--- src/verilog/dpot_map.svh ---
// Constants of the dual potentiometer two-wire slave.
`ifndef DPOT_MAP_SVH
`define DPOT_MAP_SVH
`define DPOT_OFS_POT0_A 3'h0
`define DPOT_OFS_POT1_B 3'h1
`define DPOT_OFS_POT1_A 3'h2
`define DPOT_OFS_POT0_B 3'h3
`define DPOT_OFS_SELECT 3'h7
`define DPOT_SELECT_RESET 8'h00
`define DPOT_STORED_INIT 8'h80
`define DPOT_BANK_BIT 0
`define DPOT_LEVEL_HI 2
`define DPOT_LEVEL_LO 1
`define DPOT_TYPE_HI 7
`define DPOT_TYPE_LO 4
`define DPOT_STRAP_HI 3
`define DPOT_STRAP_LO 1
`define DPOT_DIR_BIT 0
`define DPOT_CLK_PERIOD_NS 50
`define DPOT_PROG_TIME_NS 5000000
`define DPOT_BUSY_W 17
`endif

--- src/verilog/dpot_pkg.sv ---
// Types of the dual potentiometer two-wire slave.
`include "dpot_map.svh"
package dpot_pkg;
    typedef enum logic [5:0] {
        DPOT_IDLE = 6'h01,
        DPOT_RX = 6'h02,
        DPOT_ACK = 6'h04,
        DPOT_TX = 6'h08,
        DPOT_RACK = 6'h10,
        DPOT_IGNORE = 6'h20
    } dpot_fsm_t;

    typedef enum logic [2:0] {
        DPOT_PH_SLAVE = 3'h1,
        DPOT_PH_REG = 3'h2,
        DPOT_PH_DATA = 3'h4
    } dpot_phase_t;

    typedef logic [3:0][7:0] dpot_wipers_t;

    typedef struct packed {
        logic [6:0] sync1;
        logic [6:0] sync2;
        logic [1:0] prev;
        dpot_fsm_t fsm;
        dpot_phase_t phase;
        logic [3:0] cnt;
        logic [7:0] shift;
        logic [2:0] addr;
        logic [7:0] select;
        dpot_wipers_t wiper;
        logic [15:0][7:0] stored;
        logic [3:0][7:0] pend_data;
        logic [3:0] pend_mask;
        logic acked;
        logic sda_oe;
        logic busy;
        logic [`DPOT_BUSY_W-1:0] busy_cnt;
    } dpot_state_t;
endpackage : dpot_pkg

--- src/verilog/dpot_slave.sv ---
// Two-wire slave of a dual two-wiper digital potentiometer.
`timescale 1ns/100ps
`include "dpot_map.svh"
module dpot_slave #(
    // Type identifier value is arbitrary.
    parameter logic [3:0] TYPE_ID = 4'hA,
    parameter int PROG_CYCLES = `DPOT_PROG_TIME_NS / `DPOT_CLK_PERIOD_NS
) (
    input wire logic clock,
    input wire logic reset,
    input wire logic scl_in,
    input wire logic sda_in,
    output logic sda_out,
    output logic sda_oe,
    input wire logic chip_select,
    input wire logic write_protect_n,
    input wire logic [2:0] address_strap_pins,
    output dpot_pkg::dpot_wipers_t wipers,
    output logic nv_busy
);

    // ****************************************************************
    // Helpers
    // ****************************************************************

    function automatic logic [2:0] next_col(input logic [2:0] col);
        next_col = {1'b0, col[1:0] + 2'h1};
    endfunction : next_col

    function automatic logic [3:0] slot(input logic [1:0] lvl, input logic [1:0] col);
        slot = {lvl, col};
    endfunction : slot

    function automatic logic [1:0] level(input logic [7:0] sel);
        level = sel[`DPOT_LEVEL_HI:`DPOT_LEVEL_LO];
    endfunction : level

    // ****************************************************************
    // State
    // ****************************************************************

    dpot_pkg::dpot_state_t r_reg;
    dpot_pkg::dpot_state_t r_next;
    logic scl;
    logic sda;
    logic cs;
    logic wp_n;
    logic [2:0] strap;
    logic scl_rise;
    logic scl_fall;
    logic start;
    logic stop;
    logic addr_ok;
    logic do_read;
    logic do_write;
    logic [7:0] rd_byte;

    assign scl = r_reg.sync2[6];
    assign sda = r_reg.sync2[5];
    assign cs = r_reg.sync2[4];
    assign wp_n = r_reg.sync2[3];
    assign strap = r_reg.sync2[2:0];

    // Edges are taken from the second stage against a third copy, so the
    // first stage never feeds logic and both lines see the same delay.
    assign scl_rise = scl && !r_reg.prev[1];
    assign scl_fall = !scl && r_reg.prev[1];
    assign start = scl && r_reg.prev[1] && !sda && r_reg.prev[0];
    assign stop = scl && r_reg.prev[1] && sda && !r_reg.prev[0];

    assign addr_ok = (r_reg.shift[`DPOT_TYPE_HI:`DPOT_TYPE_LO] == TYPE_ID)
        && (r_reg.shift[`DPOT_STRAP_HI:`DPOT_STRAP_LO] == strap)
        && !r_reg.busy;

    // ****************************************************************
    // Read data selection
    // ****************************************************************

    always_comb
    begin
        if (r_reg.addr == `DPOT_OFS_SELECT)
        begin
            rd_byte = r_reg.select;
        end
        else if (r_reg.addr[2])
        begin
            rd_byte = 8'h00;
        end
        else if (r_reg.select[`DPOT_BANK_BIT])
        begin
            rd_byte = r_reg.stored[slot(level(r_reg.select), r_reg.addr[1:0])];
        end
        else
        begin
            rd_byte = r_reg.wiper[r_reg.addr[1:0]];
        end
    end

    // ****************************************************************
    // Next state
    // ****************************************************************

    always_comb
    begin
        r_next = r_reg;
        do_read = 1'b0;
        do_write = 1'b0;
        r_next.sync1 = {scl_in, sda_in, chip_select, write_protect_n, address_strap_pins};
        r_next.sync2 = r_reg.sync1;
        r_next.prev = {scl, sda};

        if (r_reg.busy)
        begin
            if (r_reg.busy_cnt <= `DPOT_BUSY_W'(1))
            begin
                r_next.busy = 1'b0;
            end
            r_next.busy_cnt = r_reg.busy_cnt - `DPOT_BUSY_W'(1);
        end

        if (!cs)
        begin
            r_next.fsm = dpot_pkg::DPOT_IDLE;
            r_next.sda_oe = 1'b0;
            r_next.pend_mask = 4'h0;
        end
        else if (start)
        begin
            r_next.fsm = dpot_pkg::DPOT_RX;
            r_next.phase = dpot_pkg::DPOT_PH_SLAVE;
            r_next.cnt = 4'h0;
            r_next.sda_oe = 1'b0;
        end
        else if (stop)
        begin
            r_next.fsm = dpot_pkg::DPOT_IDLE;
            r_next.sda_oe = 1'b0;
            r_next.pend_mask = 4'h0;
            // Bytes held for the stored bank are dropped when protected.
            if (r_reg.pend_mask != 4'h0 && wp_n)
            begin
                for (int c = 0; c < 4; c++)
                begin
                    if (r_reg.pend_mask[c])
                    begin
                        r_next.stored[slot(level(r_reg.select), 2'(c))] = r_reg.pend_data[c];
                    end
                end
                r_next.busy = 1'b1;
                r_next.busy_cnt = `DPOT_BUSY_W'(PROG_CYCLES);
            end
        end
        else
        begin
            case (r_reg.fsm)
                dpot_pkg::DPOT_RX:
                begin
                    if (scl_rise)
                    begin
                        r_next.shift = {r_reg.shift[6:0], sda};
                        r_next.cnt = r_reg.cnt + 4'h1;
                    end
                    else if (scl_fall && r_reg.cnt == 4'h8)
                    begin
                        r_next.cnt = 4'h0;
                        if (r_reg.phase == dpot_pkg::DPOT_PH_SLAVE && !addr_ok)
                        begin
                            r_next.fsm = dpot_pkg::DPOT_IGNORE;
                        end
                        else
                        begin
                            r_next.fsm = dpot_pkg::DPOT_ACK;
                            r_next.sda_oe = 1'b1;
                        end
                    end
                end
                dpot_pkg::DPOT_ACK:
                begin
                    if (scl_fall)
                    begin
                        r_next.sda_oe = 1'b0;
                        r_next.fsm = dpot_pkg::DPOT_RX;
                        case (r_reg.phase)
                            dpot_pkg::DPOT_PH_SLAVE:
                            begin
                                if (r_reg.shift[`DPOT_DIR_BIT])
                                begin
                                    do_read = 1'b1;
                                end
                                else
                                begin
                                    r_next.phase = dpot_pkg::DPOT_PH_REG;
                                end
                            end
                            dpot_pkg::DPOT_PH_REG:
                            begin
                                // Upper address bits carry no meaning.
                                r_next.addr = r_reg.shift[2:0];
                                r_next.phase = dpot_pkg::DPOT_PH_DATA;
                            end
                            dpot_pkg::DPOT_PH_DATA:
                            begin
                                do_write = 1'b1;
                            end
                            default:
                            begin
                                r_next.fsm = dpot_pkg::DPOT_IGNORE;
                            end
                        endcase
                    end
                end
                dpot_pkg::DPOT_TX:
                begin
                    if (scl_fall)
                    begin
                        if (r_reg.cnt == 4'h8)
                        begin
                            r_next.sda_oe = 1'b0;
                            r_next.fsm = dpot_pkg::DPOT_RACK;
                        end
                        else
                        begin
                            r_next.sda_oe = !r_reg.shift[7];
                            r_next.shift = {r_reg.shift[6:0], 1'b0};
                            r_next.cnt = r_reg.cnt + 4'h1;
                        end
                    end
                end
                dpot_pkg::DPOT_RACK:
                begin
                    if (scl_rise)
                    begin
                        r_next.acked = !sda;
                    end
                    else if (scl_fall)
                    begin
                        if (r_reg.acked)
                        begin
                            do_read = 1'b1;
                        end
                        else
                        begin
                            r_next.fsm = dpot_pkg::DPOT_IGNORE;
                        end
                    end
                end
                dpot_pkg::DPOT_IDLE,
                dpot_pkg::DPOT_IGNORE:
                begin
                    r_next.sda_oe = 1'b0;
                end
                default:
                begin
                    r_next.fsm = dpot_pkg::DPOT_IDLE;
                    r_next.sda_oe = 1'b0;
                end
            endcase
        end

        // ****************************************************************
        // Byte transfer side effects
        // ****************************************************************

        if (do_read)
        begin
            r_next.fsm = dpot_pkg::DPOT_TX;
            r_next.sda_oe = !rd_byte[7];
            r_next.shift = {rd_byte[6:0], 1'b0};
            r_next.cnt = 4'h1;
            if (!r_reg.addr[2])
            begin
                if (r_reg.select[`DPOT_BANK_BIT])
                begin
                    r_next.wiper[r_reg.addr[1:0]] = rd_byte;
                end
                r_next.addr = next_col(r_reg.addr);
            end
        end

        if (do_write)
        begin
            if (r_reg.addr == `DPOT_OFS_SELECT)
            begin
                r_next.select = r_reg.shift;
                if (r_reg.shift[`DPOT_BANK_BIT])
                begin
                    for (int c = 0; c < 4; c++)
                    begin
                        r_next.wiper[c] =
                            r_reg.stored[slot(level(r_reg.shift), 2'(c))];
                    end
                end
            end
            else if (!r_reg.addr[2])
            begin
                r_next.wiper[r_reg.addr[1:0]] = r_reg.shift;
                if (r_reg.select[`DPOT_BANK_BIT])
                begin
                    r_next.pend_data[r_reg.addr[1:0]] = r_reg.shift;
                    r_next.pend_mask[r_reg.addr[1:0]] = 1'b1;
                end
                r_next.addr = next_col(r_reg.addr);
            end
        end

        if (reset)
        begin
            r_next = '0;
            r_next.fsm = dpot_pkg::DPOT_IDLE;
            r_next.phase = dpot_pkg::DPOT_PH_SLAVE;
            r_next.sync1 = 7'h7F;
            r_next.sync2 = 7'h7F;
            r_next.prev = 2'h3;
            r_next.select = `DPOT_SELECT_RESET;
            r_next.sda_oe = 1'b0;
            // The stored bank is modelled by its initial image only.
            for (int i = 0; i < 16; i++)
            begin
                r_next.stored[i] = `DPOT_STORED_INIT;
            end
            for (int c = 0; c < 4; c++)
            begin
                r_next.wiper[c] = r_next.stored[slot(2'h0, 2'(c))];
            end
        end
    end

    always_ff @(posedge clock)
    begin
        r_reg <= r_next;
    end

    // ****************************************************************
    // Outputs
    // ****************************************************************

    // Open drain: the pin is only ever pulled low.
    assign sda_out = 1'b0;
    assign sda_oe = r_reg.sda_oe;
    assign wipers = r_reg.wiper;
    assign nv_busy = r_reg.busy;

endmodule : dpot_slave
--- config.mk ---
export PLATFORM = sky130hd
export DESIGN_NAME = dpot_slave
export DESIGN_NICKNAME = d
export VERILOG_FILES = /design/src/verilog/dpot_pkg.sv /design/src/verilog/dpot_slave.sv
export VERILOG_INCLUDE_DIRS = /design/src /design/src/verilog
export SDC_FILE = /design/constraint.sdc
export NUM_CORES = 1
export LEC_CHECK = 0
export BUFFER_PORTS_ARGS = -buffer_cell sky130_fd_sc_hd__buf_2
export CORE_MARGIN = 1
export CORE_UTILIZATION = 63
export DETAILED_ROUTE_END_ITERATION = 12
export PLACE_DENSITY = 0.81
export SLEW_MARGIN = 0
export SYNTH_ARGS = -nofsm -noshare
export SYNTH_HDL_FRONTEND = slang
export SYNTH_SLANG_ARGS = --single-unit
--- constraint.sdc ---
create_clock -name clock -period 2.7 [get_ports clock]
set_input_delay 0.54 -clock clock [delete_from_list [all_inputs] [get_ports clock]]
set_output_delay 0.54 -clock clock [all_outputs]
set_load 0.02 [all_outputs]
* After elaboration in Yosys (flattened, before gate mapping)
Index checks and enable logic that the tools add are counted.
** Cells by class
- Muxes and demuxes :: 138
- Bitwise operators :: 7
- $add $sub $neg :: 3
- Reduce and logical (&&, ||, !) cells :: 50
- $lt $le $gt $ge :: 16
- Equality and inequality tests :: 58
** Operators by type and width (number)
- 128-bit 2-to-1 mux :: 16
- 128-bit bitwise mux :: 4
- 32-bit 2-to-1 mux :: 6
- 8-bit 2-to-1 mux :: 16
- 18-bit 2-to-1 mux :: 6
- 32-bit bitwise mux :: 3
- 8-bit binary-select mux with 2-bit select :: 5
- 8-bit demux with 2-bit select :: 5
- 6-bit 2-to-1 mux :: 9
- 6-bit inequality test, second input constant :: 9
- 12-bit 2-to-1 mux :: 4
- 4-bit by 5-bit less-than comparator with 1-bit output, second input constant :: 9
- 4-bit 2-to-1 mux :: 11
- 4-bit inequality test, second input constant :: 11
- 43-bit 2-to-1 mux :: 1
- 9-bit 2-to-1 mux :: 4
- 8-bit binary-select mux with 4-bit select :: 1
- 1-bit 2-to-1 mux :: 30
- 6-bit case mux with 5 select lines :: 1
- 9-bit AND reduction :: 3
- 3-bit 2-to-1 mux :: 8
- 12-bit case mux with 2 select lines :: 1
- 6-bit AND reduction :: 4
- 11-bit 2-to-1 mux :: 2
- 44 further kinds :: 103
** Word-level totals
- Register bits :: 264
- Output and inout bits :: 35

* Logic depth before layout (Yosys ltp)
Gate-level depths: netlist of the first run.
- Word-level depth :: 24
- Gate-level depth with buffers :: 11
- Gate-level depth less buffers :: 8

* Least setup slack after synthesis of the first run
No wires, ideal clock.
- Path type :: register -> register
- Start point :: register r_reg[242] in the netlist's numbering
- End point :: register r_reg, in the netlist wipers[27]
- Stages on the path, launching flop included :: 7
- Data required time :: 2605 ps
- Slack :: 482 ps
- Period minus slack after synthesis :: 2218 ps
- Arrival :: 2123 ps
- Setup time :: 95 ps
- Path through :: dfxtp_1 -> buf_6 -> nor3b_1 -> nand4_2 -> a2111oi_4 -> mux2_2 -> a221oi_1
** Between the ends
- Cells in the longest elaborated chain, start to end :: 10
- Elaborated cells between the ends (all ways) :: 16
- Those cells by class :: eq/ne (2); mux (14)
** Ends and longest elaborated chain
- start: declaration :: RTL line dpot_slave.sv:42 : dpot_pkg::dpot_state_t r_reg;
- start signal: assignment :: RTL line dpot_slave.sv:330 : r_reg <= r_next;
- 6-bit by 5-bit == test with 1-bit output / 6-bit by 3-bit == test with 1-bit output (equally long branches) :: RTL line dpot_slave.sv:155 : case (r_reg.fsm)
- 1-bit case mux with 2 select lines :: RTL line dpot_slave.sv:155
- 1-bit 2-to-1 mux :: RTL line dpot_slave.sv:134 : else if (stop)
- 1-bit 2-to-1 mux :: RTL line dpot_slave.sv:127 : else if (start)
- 1-bit 2-to-1 mux :: RTL line dpot_slave.sv:121 : if (!cs)
- 32-bit 2-to-1 mux :: RTL line dpot_slave.sv:264 : if (do_read)
- 32-bit bitwise mux :: RTL line dpot_slave.sv:296 : r_next.wiper[r_reg.addr[1:0]] = r_reg.shift;
- 32-bit 2-to-1 mux :: RTL line dpot_slave.sv:294 : else if (!r_reg.addr[2])
- 32-bit 2-to-1 mux :: RTL line dpot_slave.sv:282 : if (r_reg.addr == `DPOT_OFS_SELECT)
- 43-bit 2-to-1 mux * :: RTL line dpot_slave.sv:280 : if (do_write)
Mark *: on every way between the ends. The rest lies on a longest branch, timed or not.
A chain may end at the register's enable or synchronous reset.

* Worst setup path in the final report of the first run
- Start point :: register r_reg[224] in the netlist's numbering
- End point :: register r_reg, in the netlist wipers[8]
** Between the ends
- Cells in the longest elaborated chain, start to end :: 13
- Elaborated cells between the ends (all ways) :: 22
- Those cells by class :: order compare (2); eq/ne (1); mux (18); reduce/logical (1)
** Ends and longest elaborated chain
- 8-bit binary-select mux with 4-bit select / 8-bit binary-select mux with 2-bit select (equally long branches) :: RTL line dpot_slave.sv:91, dpot_slave.sv:95
- 8-bit 2-to-1 mux (on tied branches) :: RTL line dpot_slave.sv:91, dpot_slave.sv:95
- 8-bit 2-to-1 mux :: RTL line dpot_slave.sv:89 : else if (r_reg.select[`DPOT_BANK_BIT])
- 8-bit 2-to-1 mux :: RTL line dpot_slave.sv:85 : else if (r_reg.addr[2])
- 8-bit 2-to-1 mux :: RTL line dpot_slave.sv:81 : if (r_reg.addr == `DPOT_OFS_SELECT)
- 32-bit bitwise mux :: RTL line dpot_slave.sv:274 : r_next.wiper[r_reg.addr[1:0]] = rd_byte;
- 32-bit 2-to-1 mux :: RTL line dpot_slave.sv:272 : if (r_reg.select[`DPOT_BANK_BIT])
- 32-bit 2-to-1 mux :: RTL line dpot_slave.sv:270 : if (!r_reg.addr[2])
- 32-bit 2-to-1 mux :: RTL line dpot_slave.sv:264
- 32-bit bitwise mux :: RTL line dpot_slave.sv:296
- 32-bit 2-to-1 mux :: RTL line dpot_slave.sv:294
- 32-bit 2-to-1 mux :: RTL line dpot_slave.sv:282
- 43-bit 2-to-1 mux * :: RTL line dpot_slave.sv:280
Mark *: on every way between the ends. The rest lies on a longest branch, timed or not. The select of a mux whose other input is x is not followed.

==> results.sh, run 1 <==
export IMPL_outcome="finished, violations left"
export IMPL_violations="DRC"
export IMPL_timing_fmax_mhz=402
export IMPL_startpoint_type="flip-flop"
export IMPL_fraction_of_the_mapped_netlist_area_in_compound_gates=0.138
export IMPL_tritoncts="yes"
export IMPL_dieHeight_um=152
export IMPL_ys_warnings_count=0
export IMPL_remaining_drcs=9
export IMPL_grt_met2_usage=0.568
export IMPL_finalSetupViolCount=0
export IMPL_dp_cells=1814
export IMPL_ff2ff_setup_slack_ns=0.21
export IMPL_ctsRootBufferMaster="clkbuf_16"
export IMPL_cp_required_ns=3.18
export IMPL_rsz0062_at_grt="no"
export IMPL_net_switching_fraction_of_the_power=0.216
export IMPL_dieArea_um2=23200
export IMPL_grt_total_usage=0.377
export IMPL_largest_register_ffs=229
export IMPL_clock_power_share=0.504
export IMPL_critPathCaptureType="flip-flop"
export IMPL_timing_max_cap_violations=0
export IMPL_setup_worst_path_class="flip-flop to flip-flop"
export IMPL_grt_antenna_before_repair=0
export IMPL_synth_ff_type="dfxtp_1"
export IMPL_number_of_nets_with_antenna_violations_after_detailed_routing=0
export IMPL_power_combinational_fraction=0.019
export IMPL_htree_levels=1
export IMPL_power_internal_mw=6.44
export IMPL_period_needed_ns=2.49
export IMPL_power_per_cell_area_nw_per_um2=528
export IMPL_synth_sequential_area_ratio=0.371
export IMPL_post_layout_nonfiller_instances=1866
export IMPL_synth_mux_area_frac=0.218
export IMPL_finalWeightedCongestion=0.989
export IMPL_core_rowCount=54
export IMPL_critical_path_max_stage_delay_ns=0.83
export IMPL_synth_top_area_cell="dfxtp_1"
export IMPL_tightest_hold_check_type="input pin to flip-flop"
export IMPL_core_um2=22000
export IMPL_synthesis_nets=1594
export IMPL_ys_ff_latch=264
export IMPL_finalNetCount=1581
export IMPL_syn_instance_count=1577
export IMPL_crit_end="wipers[8]"
export IMPL_synth_distinct_cells=79
export IMPL_irDropWorstVdd_v=0.000760
export IMPL_netlist_area_leader_share=0.371
export IMPL_setup_total_negative_slack_ns=0
export IMPL_maxSlewViolCount=0
export IMPL_grt_max_degree=110
export IMPL_routed_via_density=6.78
export IMPL_drive_above_1_share=0.176
export IMPL_timing_critical_path_fanout_max=11
export IMPL_clock_sinks=264
export IMPL_grt_met1_usage=0.509
export IMPL_first_pass_grt_wire_length_um=68500
export IMPL_yosys_cell_count_top_type="dfxtp_1"
export IMPL_mappedNetlistArea_um2=14200
export IMPL_synthesis_area_per_instance_um2=9.02
export IMPL_synth_async_reset_ratio=0
export IMPL_synth_xor_area_share=0.0129
export IMPL_min_period_over_period=0.922
export IMPL_first_global_vias=12000
export IMPL_endpoint_arrival_time_on_the_critical_path_ns=2.97
export IMPL_crit_path_top_delay_cell="a2111oi_1"
export IMPL_initial_core_utilization=0.648
export IMPL_area_growth_synth_to_final_pct=9.29
export IMPL_synth_adder_area_share=0.00703
export IMPL_die_width_um=152
export IMPL_numCtsBuffers=28
export IMPL_yosys_top_cells_count="dfxtp_1, nor2_1, nand2_1, mux2i_1, a21oi_1"
export IMPL_io_buffer_count=42
export IMPL_routed_wire_length_per_instance_um=23.6
export IMPL_switchingPower_mw=1.78
export IMPL_grt_busiest_layer="met2"
export IMPL_postCtsResizedCells=0
export IMPL_timing_critical_path_cells="buf_4 -> mux4_2 -> mux2_2 -> nor3b_1 -> a2111oi_1 -> mux2i_1 -> a211oi_1"
export IMPL_post_synth_and_or_nand_nor_area_fraction=0.187
export IMPL_cp_startpoint="r_reg[224]"
export IMPL_ys_top_cells_by_area="dfxtp_1, mux2i_1, mux4_2"
export IMPL_tightest_slew_ns=0.972
export IMPL_vias=12700
export IMPL_groute_layer_met3_usage=0.0899
export IMPL_hpwl_um=31000
export IMPL_max_clock_path_buffers=3
export IMPL_seq_pwr_share=0.477
export IMPL_leakage_power_total_nw=6.43
export IMPL_pin_count=44
export IMPL_synth_enable_flop_cells=0
export IMPL_synth_top_family_by_area="multiplexers"
export IMPL_max_slew_margin_rel=0.350
export IMPL_totalWireLength_um=44000
export IMPL_dr_pass1_iters=10
export IMPL_reg2regPathDepth=7
export IMPL_hold_vio_cnt_final=0
export IMPL_worst_r2r_startpoint="r_reg[224]"
export IMPL_cts_hold_fix_buffers=0
export IMPL_worstSkewPairLatency_ns=0.57
export IMPL_drt_iter0_drc=1486
export IMPL_skew_ns=0.0270
export IMPL_post_cts_setup_buffers=0
export IMPL_number_of_diodes=0
export IMPL_worstReg2RegEnd="wipers[8]"
export IMPL_globalRoute_totalOverflow=0
export IMPL_clock_pin_slew_reported_for_the_worst_setup_and_hold_paths_after_clock_tree_synthesis_ns=0.07
power groups by stage:
stage / Sequential [mW] / Combinational (mW) / Clock [mW]
floorplan: 4.00 / 0.117 / 0
global placement: 4.00 / 0.154 / 0
detailed placement: 4.00 / 0.155 / 0
CTS: 3.92 / 0.156 / 4.15
global route: 3.92 / 0.171 / 4.32
finish: 3.92 / 0.159 / 4.14
per-layer routing:
layer	wire length, µm	up-vias
li1	-	5578
met1	17400	6007
met2	18800	906
met3	5660	162
met4	2210	0
met5	0	-
cell type report:
class | count | area (µm²)
inverter | 19 | 71.3
sequential | 264 | 5290
tap | 280 | 350
fill | 1616 | 6400
clock buffer | 41 | 860
clock inverter | 11 | 146
multi-input combinational | 1139 | 8020
timing repair buffer | 112 | 817
how the worst min path moves through the flow:
stage	startpoint	depth (start not counted)	end
6_report	address_strap_pins[2]	2	r_reg[259]
5_1_grt	address_strap_pins[2]	2	r_reg[259]
4_1_cts	address_strap_pins[2]	2	r_reg[259]
3_5_place_dp	r_reg[262]	1	r_reg[255]
3_3_place_gp	r_reg[259]	1	r_reg[252]
2_1_floorplan	r_reg[261]	1	cs
cell usage in the layout, fill, tap and decap left out, types with 7 or more instances in the layout:
| cell | n |
|---|---|
| mux2_2 | 9 |
| nand2b_1 | 7 |
| or3_1 | 7 |
| nor2b_1 | 20 |
| or2_2 | 18 |
| xnor2_1 | 10 |
| o22ai_1 | 9 |
| a31oi_1 | 13 |
| clkbuf_8 | 11 |
| clkbuf_16 | 28 |
| o21ai_0 | 62 |
| a21o_1 | 7 |
| nor2_1 | 197 |
| inv_1 | 19 |
| nand3_2 | 10 |
| nand3b_1 | 8 |
| dfxtp_1 | 260 |
| nand2_1 | 181 |
| ha_1 | 8 |
| a211oi_1 | 23 |
| buf_2 | 41 |
| nor3_1 | 27 |
| and3_1 | 12 |
| nand3_1 | 37 |
| o211ai_1 | 10 |
| mux4_2 | 53 |
| mux2i_1 | 178 |
| a21oi_1 | 111 |
| xor2_1 | 11 |
| buf_4 | 64 |
| nor3b_1 | 8 |
logic make-up (layout without fill, tap and decap cells):
logic type / count (synthesis) / after routing
AO/OA/AOI/OAI: 305 / 305
XOR/XNOR: 21 / 21
buffers and inverters: 174 / 183
multiplexers: 241 / 241
adder cells (fa/ha/maj): 8 / 8
other: 1 / 1
flip-flops: 264 / 264
AND/OR/NAND/NOR: 563 / 563
worst max-delay path, delay by kind of cell, from the launching register on:
kind                   cells  cell delay (ns)
AOI/OAI and AO/OA          2             1.10
muxes                      3             0.68
DFF                        1             0.36
buffers and inverters      1             0.21
and+or+nand+nor            1             0.05
per-stage QoR:
stage	setup slack [ns]	hold WS [ns]	power [mW]	utilization	cell area (µm²)
after global placement	0.335	0.394	4.16	0.663	14500
final	0.211	0.169	8.21	0.708	15600
after CTS	0.269	0.159	8.22	0.708	15600
after global routing	0.00535	0.157	8.41	0.708	15600
after detailed placement	0.303	0.399	4.16	0.663	14500
after floorplan	0.482	0.389	4.11	-	14200
(Power assumes the default switching activity.)
==> run 2, diff against run 1 <==
--- a/config.mk
+++ b/config.mk
@@ -7,10 +7,10 @@
 export NUM_CORES = 1
 export LEC_CHECK = 0
 export BUFFER_PORTS_ARGS = -buffer_cell sky130_fd_sc_hd__buf_2
+export CORE_ASPECT_RATIO = 0.75
 export CORE_MARGIN = 1
-export CORE_UTILIZATION = 63
+export CORE_UTILIZATION = 30
 export DETAILED_ROUTE_END_ITERATION = 12
-export PLACE_DENSITY = 0.81
 export SLEW_MARGIN = 0
 export SYNTH_ARGS = -nofsm -noshare
 export SYNTH_HDL_FRONTEND = slang
==> constraint.sdc (replaced) <==
create_clock -name clock -period 2.8 [get_ports clock]
set_input_delay 0.56 -clock clock [delete_from_list [all_inputs] [get_ports clock]]
set_output_delay 0.56 -clock clock [all_outputs]
set_load 0.02 [all_outputs]
==> run 2 against run 1 <==
  * The run now ends clean
  * First-iteration DRC count down 6.1%
  * Largest cell class unchanged
  * Via count down 3.4%
  * Wire length up 6.1%
  * Non-clock buffer count up 2
==> results.sh, run 2 (synthesis results as in run 1) <==
export IMPL_power_per_cell_area_nw_per_um2=500
export IMPL_tightest_hold_check_type="input pin to flip-flop"
export IMPL_setup_worst_path_class="flip-flop to flip-flop"
export IMPL_grt_max_degree=100
export IMPL_ff2ff_setup_slack_ns=0.12
export IMPL_numCtsBuffers=27
export IMPL_net_switching_fraction_of_the_power=0.218
export IMPL_n_fill_cell=4716
export IMPL_min_period_over_period=0.956
export IMPL_wp_buf_inv=1
export IMPL_tritoncts="yes"
export IMPL_totalWireLength_um=46700
export IMPL_worstSkewPairLatency_ns=0.57
export IMPL_timing_hold_worst_endpoint="r_reg[258]"
export IMPL_vias=12200
export IMPL_grt_total_usage=0.192
export IMPL_maxSlewViolCount=0
export IMPL_hold_vio_cnt_final=0
export IMPL_clock_pin_slew_reported_for_the_worst_setup_and_hold_paths_after_clock_tree_synthesis_ns=0.06
export IMPL_outcome="finished clean"
export IMPL_globalRoute_totalOverflow=0
export IMPL_drt_iter0_drc=1395
export IMPL_delay_heaviest_family_cp="simple AND/OR/NAND/NOR gates"
export IMPL_final_cell_mix="dfxtp_1, nor2_1, nand2_1, mux2i_1, a21oi_1"
export IMPL_timing_max_cap_violations=0
export IMPL_critical_path_max_stage_delay_ns=0.58
export IMPL_finalSetupViolCount=0
export IMPL_crit_cells=7
export IMPL_grt_antenna_before_repair=0
export IMPL_clock_sinks=264
export IMPL_core_um2=46400
export IMPL_die_width_um=253
export IMPL_holdPathStages=2
export IMPL_total_power_mw=8.00
export IMPL_period_needed_ns=2.68
export IMPL_initial_core_utilization=0.307
export IMPL_first_pass_grt_wire_length_um=71100
export IMPL_mostFrequentLayoutCell="dfxtp_1"
export IMPL_postCtsResizedCells=0
export IMPL_tightest_slew_ns=0.773
export IMPL_first_global_vias=11400
export IMPL_max_clock_path_buffers=3
export IMPL_dieArea_um2=48300
export IMPL_skew_ns=0.0238
export IMPL_drive_above_1_share=0.177
export IMPL_worstReg2RegEnd="wipers[20]"
export IMPL_finalNetCount=1582
export IMPL_crit_path_top_delay_cell="nor3b_1"
export IMPL_remaining_drcs=0
export IMPL_ctsRootBufferMaster="clkbuf_16"
export IMPL_io_buffer_count=42
export IMPL_power_combinational_fraction=0.020
export IMPL_pin_count=44
export IMPL_setup_total_negative_slack_ns=0
export IMPL_core_rowCount=68
export IMPL_multi_input_area_um2=8030
export IMPL_htree_levels=1
export IMPL_timing_fmax_mhz=374
export IMPL_cts_hold_fix_buffers=0
export IMPL_largest_register_ffs=229
export IMPL_seq_pwr_share=0.472
export IMPL_cp_required_ns=3.28
export IMPL_critPathCaptureType="flip-flop"
export IMPL_area_growth_synth_to_final_pct=12.4
export IMPL_dieHeight_um=191
export IMPL_layout_area_seq_um2=5290
export IMPL_power_internal_mw=6.26
export IMPL_max_slew_margin_rel=0.478
export IMPL_worst_hold_startpoint="address_strap_pins[1]"
export IMPL_irDropWorstVdd_v=0.000369
export IMPL_post_cts_setup_buffers=0
export IMPL_worst_r2r_startpoint="r_reg[239]"
export IMPL_reg2regPathDepth=7
export IMPL_hpwl_um=34300
export IMPL_rsz0062_at_grt="no"
export IMPL_clock_power_share=0.508
export IMPL_startpoint_type="flip-flop"
export IMPL_routed_via_density=5.52
export IMPL_finalWeightedCongestion=0.917
export IMPL_leakage_power_total_nw=6.42
export IMPL_switchingPower_mw=1.74
export IMPL_endpoint_arrival_time_on_the_critical_path_ns=3.16
export IMPL_number_of_nets_with_antenna_violations_after_detailed_routing=0
export IMPL_timing_critical_path_cells="nor3b_1 -> nand4_2 -> a21oi_2 -> and3_1 -> buf_4 -> nor3_1 -> a211oi_1"
export IMPL_routed_wire_length_per_instance_um=21.1
export IMPL_dr_pass1_iters=5
export IMPL_number_of_diodes=0
export IMPL_timing_critical_path_fanout_max=7
-- run 2: cell types whose count changed in the layout (fill, tap and decap cells not counted), moves of 2 or more --
cell,before,now
buf_4,64,66
bufinv_16,3,6
clkbuf_8,11,5
nor2b_1,20,18
nor2b_2,0,2
-- run 2: cell type report --
class	count	share of cell area
clock inverter	14	0.0146
inverter	19	0.00446
tap	630	0.0493
sequential	264	0.331
timing repair buffer	114	0.0520
clock buffer	34	0.0470
multi-input combinational	1139	0.502
-- run 2: per-layer routing --
metal  wire, µm  GRT usage  share of wire  vias up
met5          0          0              0        -
met4       1040     0.0429          0.022        0
met3       5190     0.0483           0.11       78
met2      18800      0.265           0.40      600
met1      21700      0.293           0.46     5948
li1           -          -              -     5596
-- run 2: worst max path at each step --
stage            endpoint        from  slack [ns]
2_1_floorplan  wipers[27]  r_reg[242]        0.58
3_3_place_gp   wipers[15]  r_reg[239]        0.22
3_5_place_dp   r_reg[230]  r_reg[235]        0.17
4_1_cts        r_reg[230]  r_reg[235]        0.17
5_1_grt        wipers[20]  r_reg[224]        0.03
6_report       wipers[20]  r_reg[239]        0.12
-- run 2: stage by stage --
stage                     hold slack [ns]  cell area (µm²)  setup WS, ns  instances   util
after floorplan                     0.389            14200         0.582       1577      -
after global placement              0.390            15000         0.225       2166  0.324
after detailed placement            0.401            15000         0.167       2166  0.324
after CTS                           0.164            16000         0.173       2214  0.345
after global routing                0.173            16000        0.0346       2214  0.345
final                               0.183            16000         0.123       2214  0.345
-- run 2: worst reg2reg max path, cell delays in order, from the launching register on --
cell,delay [ns]
dfxtp_1,0.41
nor3b_1,0.58
nand4_2,0.27
a21oi_2,0.43
and3_1,0.43
buf_4,0.22
nor3_1,0.06
a211oi_1,0.21
-- run 2: power by group through the flow --
stage	combinational [mW]	clock, mW	sequential [mW]
after CTS	0.160	4.13	3.78
after global placement	0.158	0	3.86
after floorplan	0.113	0	3.85
after detailed placement	0.160	0	3.86
after global routing	0.174	4.30	3.77
final	0.164	4.06	3.78
==> run 3, diff against run 2 <==
--- a/config.mk
+++ b/config.mk
@@ -10,7 +10,9 @@
 export CORE_ASPECT_RATIO = 0.75
 export CORE_MARGIN = 1
 export CORE_UTILIZATION = 30
+export CTS_CLUSTER_DIAMETER = 150
 export DETAILED_ROUTE_END_ITERATION = 12
+export PLACE_DENSITY = 0.42
 export SLEW_MARGIN = 0
 export SYNTH_ARGS = -nofsm -noshare
 export SYNTH_HDL_FRONTEND = slang
==> run 3 against run 2 <==
  * Global-route usage grew 3.8 points
  * Setup slack better by 0.12 ns
  * Via count is 0.87% lower
  * Sequential power about the same
  * First-iteration DRC count shrank 19%
==> results.sh, run 3 (synthesis results as in run 1) <==
export IMPL_outcome="finished clean"
export IMPL_first_pass_grt_wire_length_um=81600
export IMPL_setup_slack_ns=0.244
export IMPL_max_clock_path_buffers=3
export IMPL_cp_startpoint="r_reg[247]"
export IMPL_detail_route_wirelength_met1_um=28100
export IMPL_worst_hold_startpoint="address_strap_pins[0]"
export IMPL_power_per_cell_area_nw_per_um2=500
export IMPL_tritoncts="yes"
export IMPL_final_cell_mix="dfxtp_1, nor2_1, nand2_1, mux2i_1, a21oi_1"
export IMPL_irDropWorstVdd_v=0.000469
export IMPL_globalRoute_totalOverflow=0
export IMPL_vias=12100
export IMPL_dr_pass1_iters=5
export IMPL_met3_length_um=4090
export IMPL_area_growth_synth_to_final_pct=12.8
export IMPL_routed_via_density=5.44
export IMPL_numCtsBuffers=30
export IMPL_pin_count=44
export IMPL_cts_hold_fix_buffers=0
export IMPL_dieHeight_um=191
export IMPL_whs_ns=0.154
export IMPL_drive_above_1_share=0.182
export IMPL_post_layout_nonfiller_instances=2226
export IMPL_setup_worst_path_class="flip-flop to flip-flop"
export IMPL_timing_max_cap_violations=0
export IMPL_worst_r2r_startpoint="r_reg[247]"
export IMPL_timing_critical_path_fanout_max=9
export IMPL_largest_register_ffs=229
export IMPL_io_buffer_count=42
export IMPL_grt_antenna_before_repair=1
export IMPL_rsz0062_at_grt="no"
export IMPL_totalWireLength_um=55300
export IMPL_worstSkewPairLatency_ns=0.59
export IMPL_remaining_drcs=0
export IMPL_startpoint_type="flip-flop"
export IMPL_clock_pin_slew_reported_for_the_worst_setup_and_hold_paths_after_clock_tree_synthesis_ns=0.06
export IMPL_core_rowCount=68
export IMPL_number_of_diodes=0
export IMPL_finalSetupViolCount=0
export IMPL_period_needed_ns=2.56
export IMPL_htree_levels=1
export IMPL_top_signal_layer_used="met4"
export IMPL_dp_cells=2172
export IMPL_timing_fmax_mhz=391
export IMPL_setup_total_negative_slack_ns=0
export IMPL_number_of_nets_with_antenna_violations_after_detailed_routing=0
export IMPL_post_cts_setup_buffers=0
export IMPL_ctsRootBufferMaster="clkbuf_16"
export IMPL_skew_ns=0.0241
export IMPL_initial_core_utilization=0.307
export IMPL_clock_sinks=264
export IMPL_grt_max_degree=213
export IMPL_core_um2=46400
export IMPL_critPathCaptureType="flip-flop"
export IMPL_cp_required_ns=3.29
export IMPL_hpwl_um=39100
export IMPL_finalWeightedCongestion=0.891
export IMPL_leakage_power_total_nw=6.45
export IMPL_dieArea_um2=48300
export IMPL_finalNetCount=1591
export IMPL_postCtsResizedCells=0
export IMPL_die_width_um=253
export IMPL_endpoint_arrival_time_on_the_critical_path_ns=3.04
export IMPL_grt_total_usage=0.230
export IMPL_maxSlewViolCount=0
export IMPL_first_global_vias=11500
export IMPL_postLayoutCoreUtil=0.346
export IMPL_min_period_over_period=0.913
export IMPL_max_slew_margin_rel=0.281
export IMPL_routed_wl_met2_um=21800
export IMPL_tightest_slew_ns=1.08
export IMPL_tightest_hold_check_type="input pin to flip-flop"
export IMPL_mostFrequentLayoutCell="dfxtp_1"
export IMPL_routed_wire_length_per_instance_um=24.9
export IMPL_preCtsSetupSlack_ns=0.118
export IMPL_hold_vio_cnt_final=0
export IMPL_drt_iter0_drc=1123
[run 3: cell types whose count changed in the layout (fill, tap and decap cells not counted), moves of 2 or more]
cell	delta
bufinv_16	-3
clkbuf_8	-4
clkinv_2	+3
nor2b_2	-2
nor2b_1	+2
inv_6	+2
clkinvlp_4	+3
clkbuf_16	+4
buf_4	+6
[run 3: area by class of cell]
class	count	area, µm²
clock buffers	35	801
well taps	630	788
repair buffers	120	877
clock inverters	19	196
inverters	19	71.3
fillers	4773	30300
multi-input cells	1139	8030
flip-flops and latches	264	5290
[run 3: report_power, final]
group | leakage (nW) | total [mW] | switching [mW] | internal [mW]
sequential | 2.13 | 3.78 | 0.0102 | 3.77
clock | 0.477 | 4.08 | 1.75 | 2.33
combinational | 3.84 | 0.164 | 0.122 | 0.0422
[run 3: path summary, 6_finish.rpt]
path	end	slack, ns	cells past startpoint
worst min register to register	r_reg[252]	0.41	1
worst max-delay path	r_reg[229]	0.24	8
worst min-delay path	r_reg[257]	0.15	2
worst max register to register	r_reg[229]	0.24	8
[run 3: worst max-delay path, stage by stage (launching register included)]
cell and delay [ns]:
dfxtp_1 0.53, nor3_1 0.08, buf_4 0.16, and3_1 0.23
a21boi_1 0.58, a21oi_1 0.41, o21ai_0 0.25, a31oi_1 0.06
buf_4 0.17
[run 3: routing by layer]
| layer | vias to the layer above | GRT usage |
|---|---|---|
| li1 | 5602 | - |
| met1 | 5989 | 0.361 |
| met2 | 461 | 0.316 |
| met3 | 64 | 0.0437 |
| met4 | 0 | 0.0529 |
| met5 | - | 0 |
[run 3: per-stage QoR]
step	power, mW	area, µm²
global placement	4.02	15100
floorplan	3.97	14200
detailed placement	4.02	15100
global route	8.27	16100
CTS	8.11	16000
finish	8.02	16100
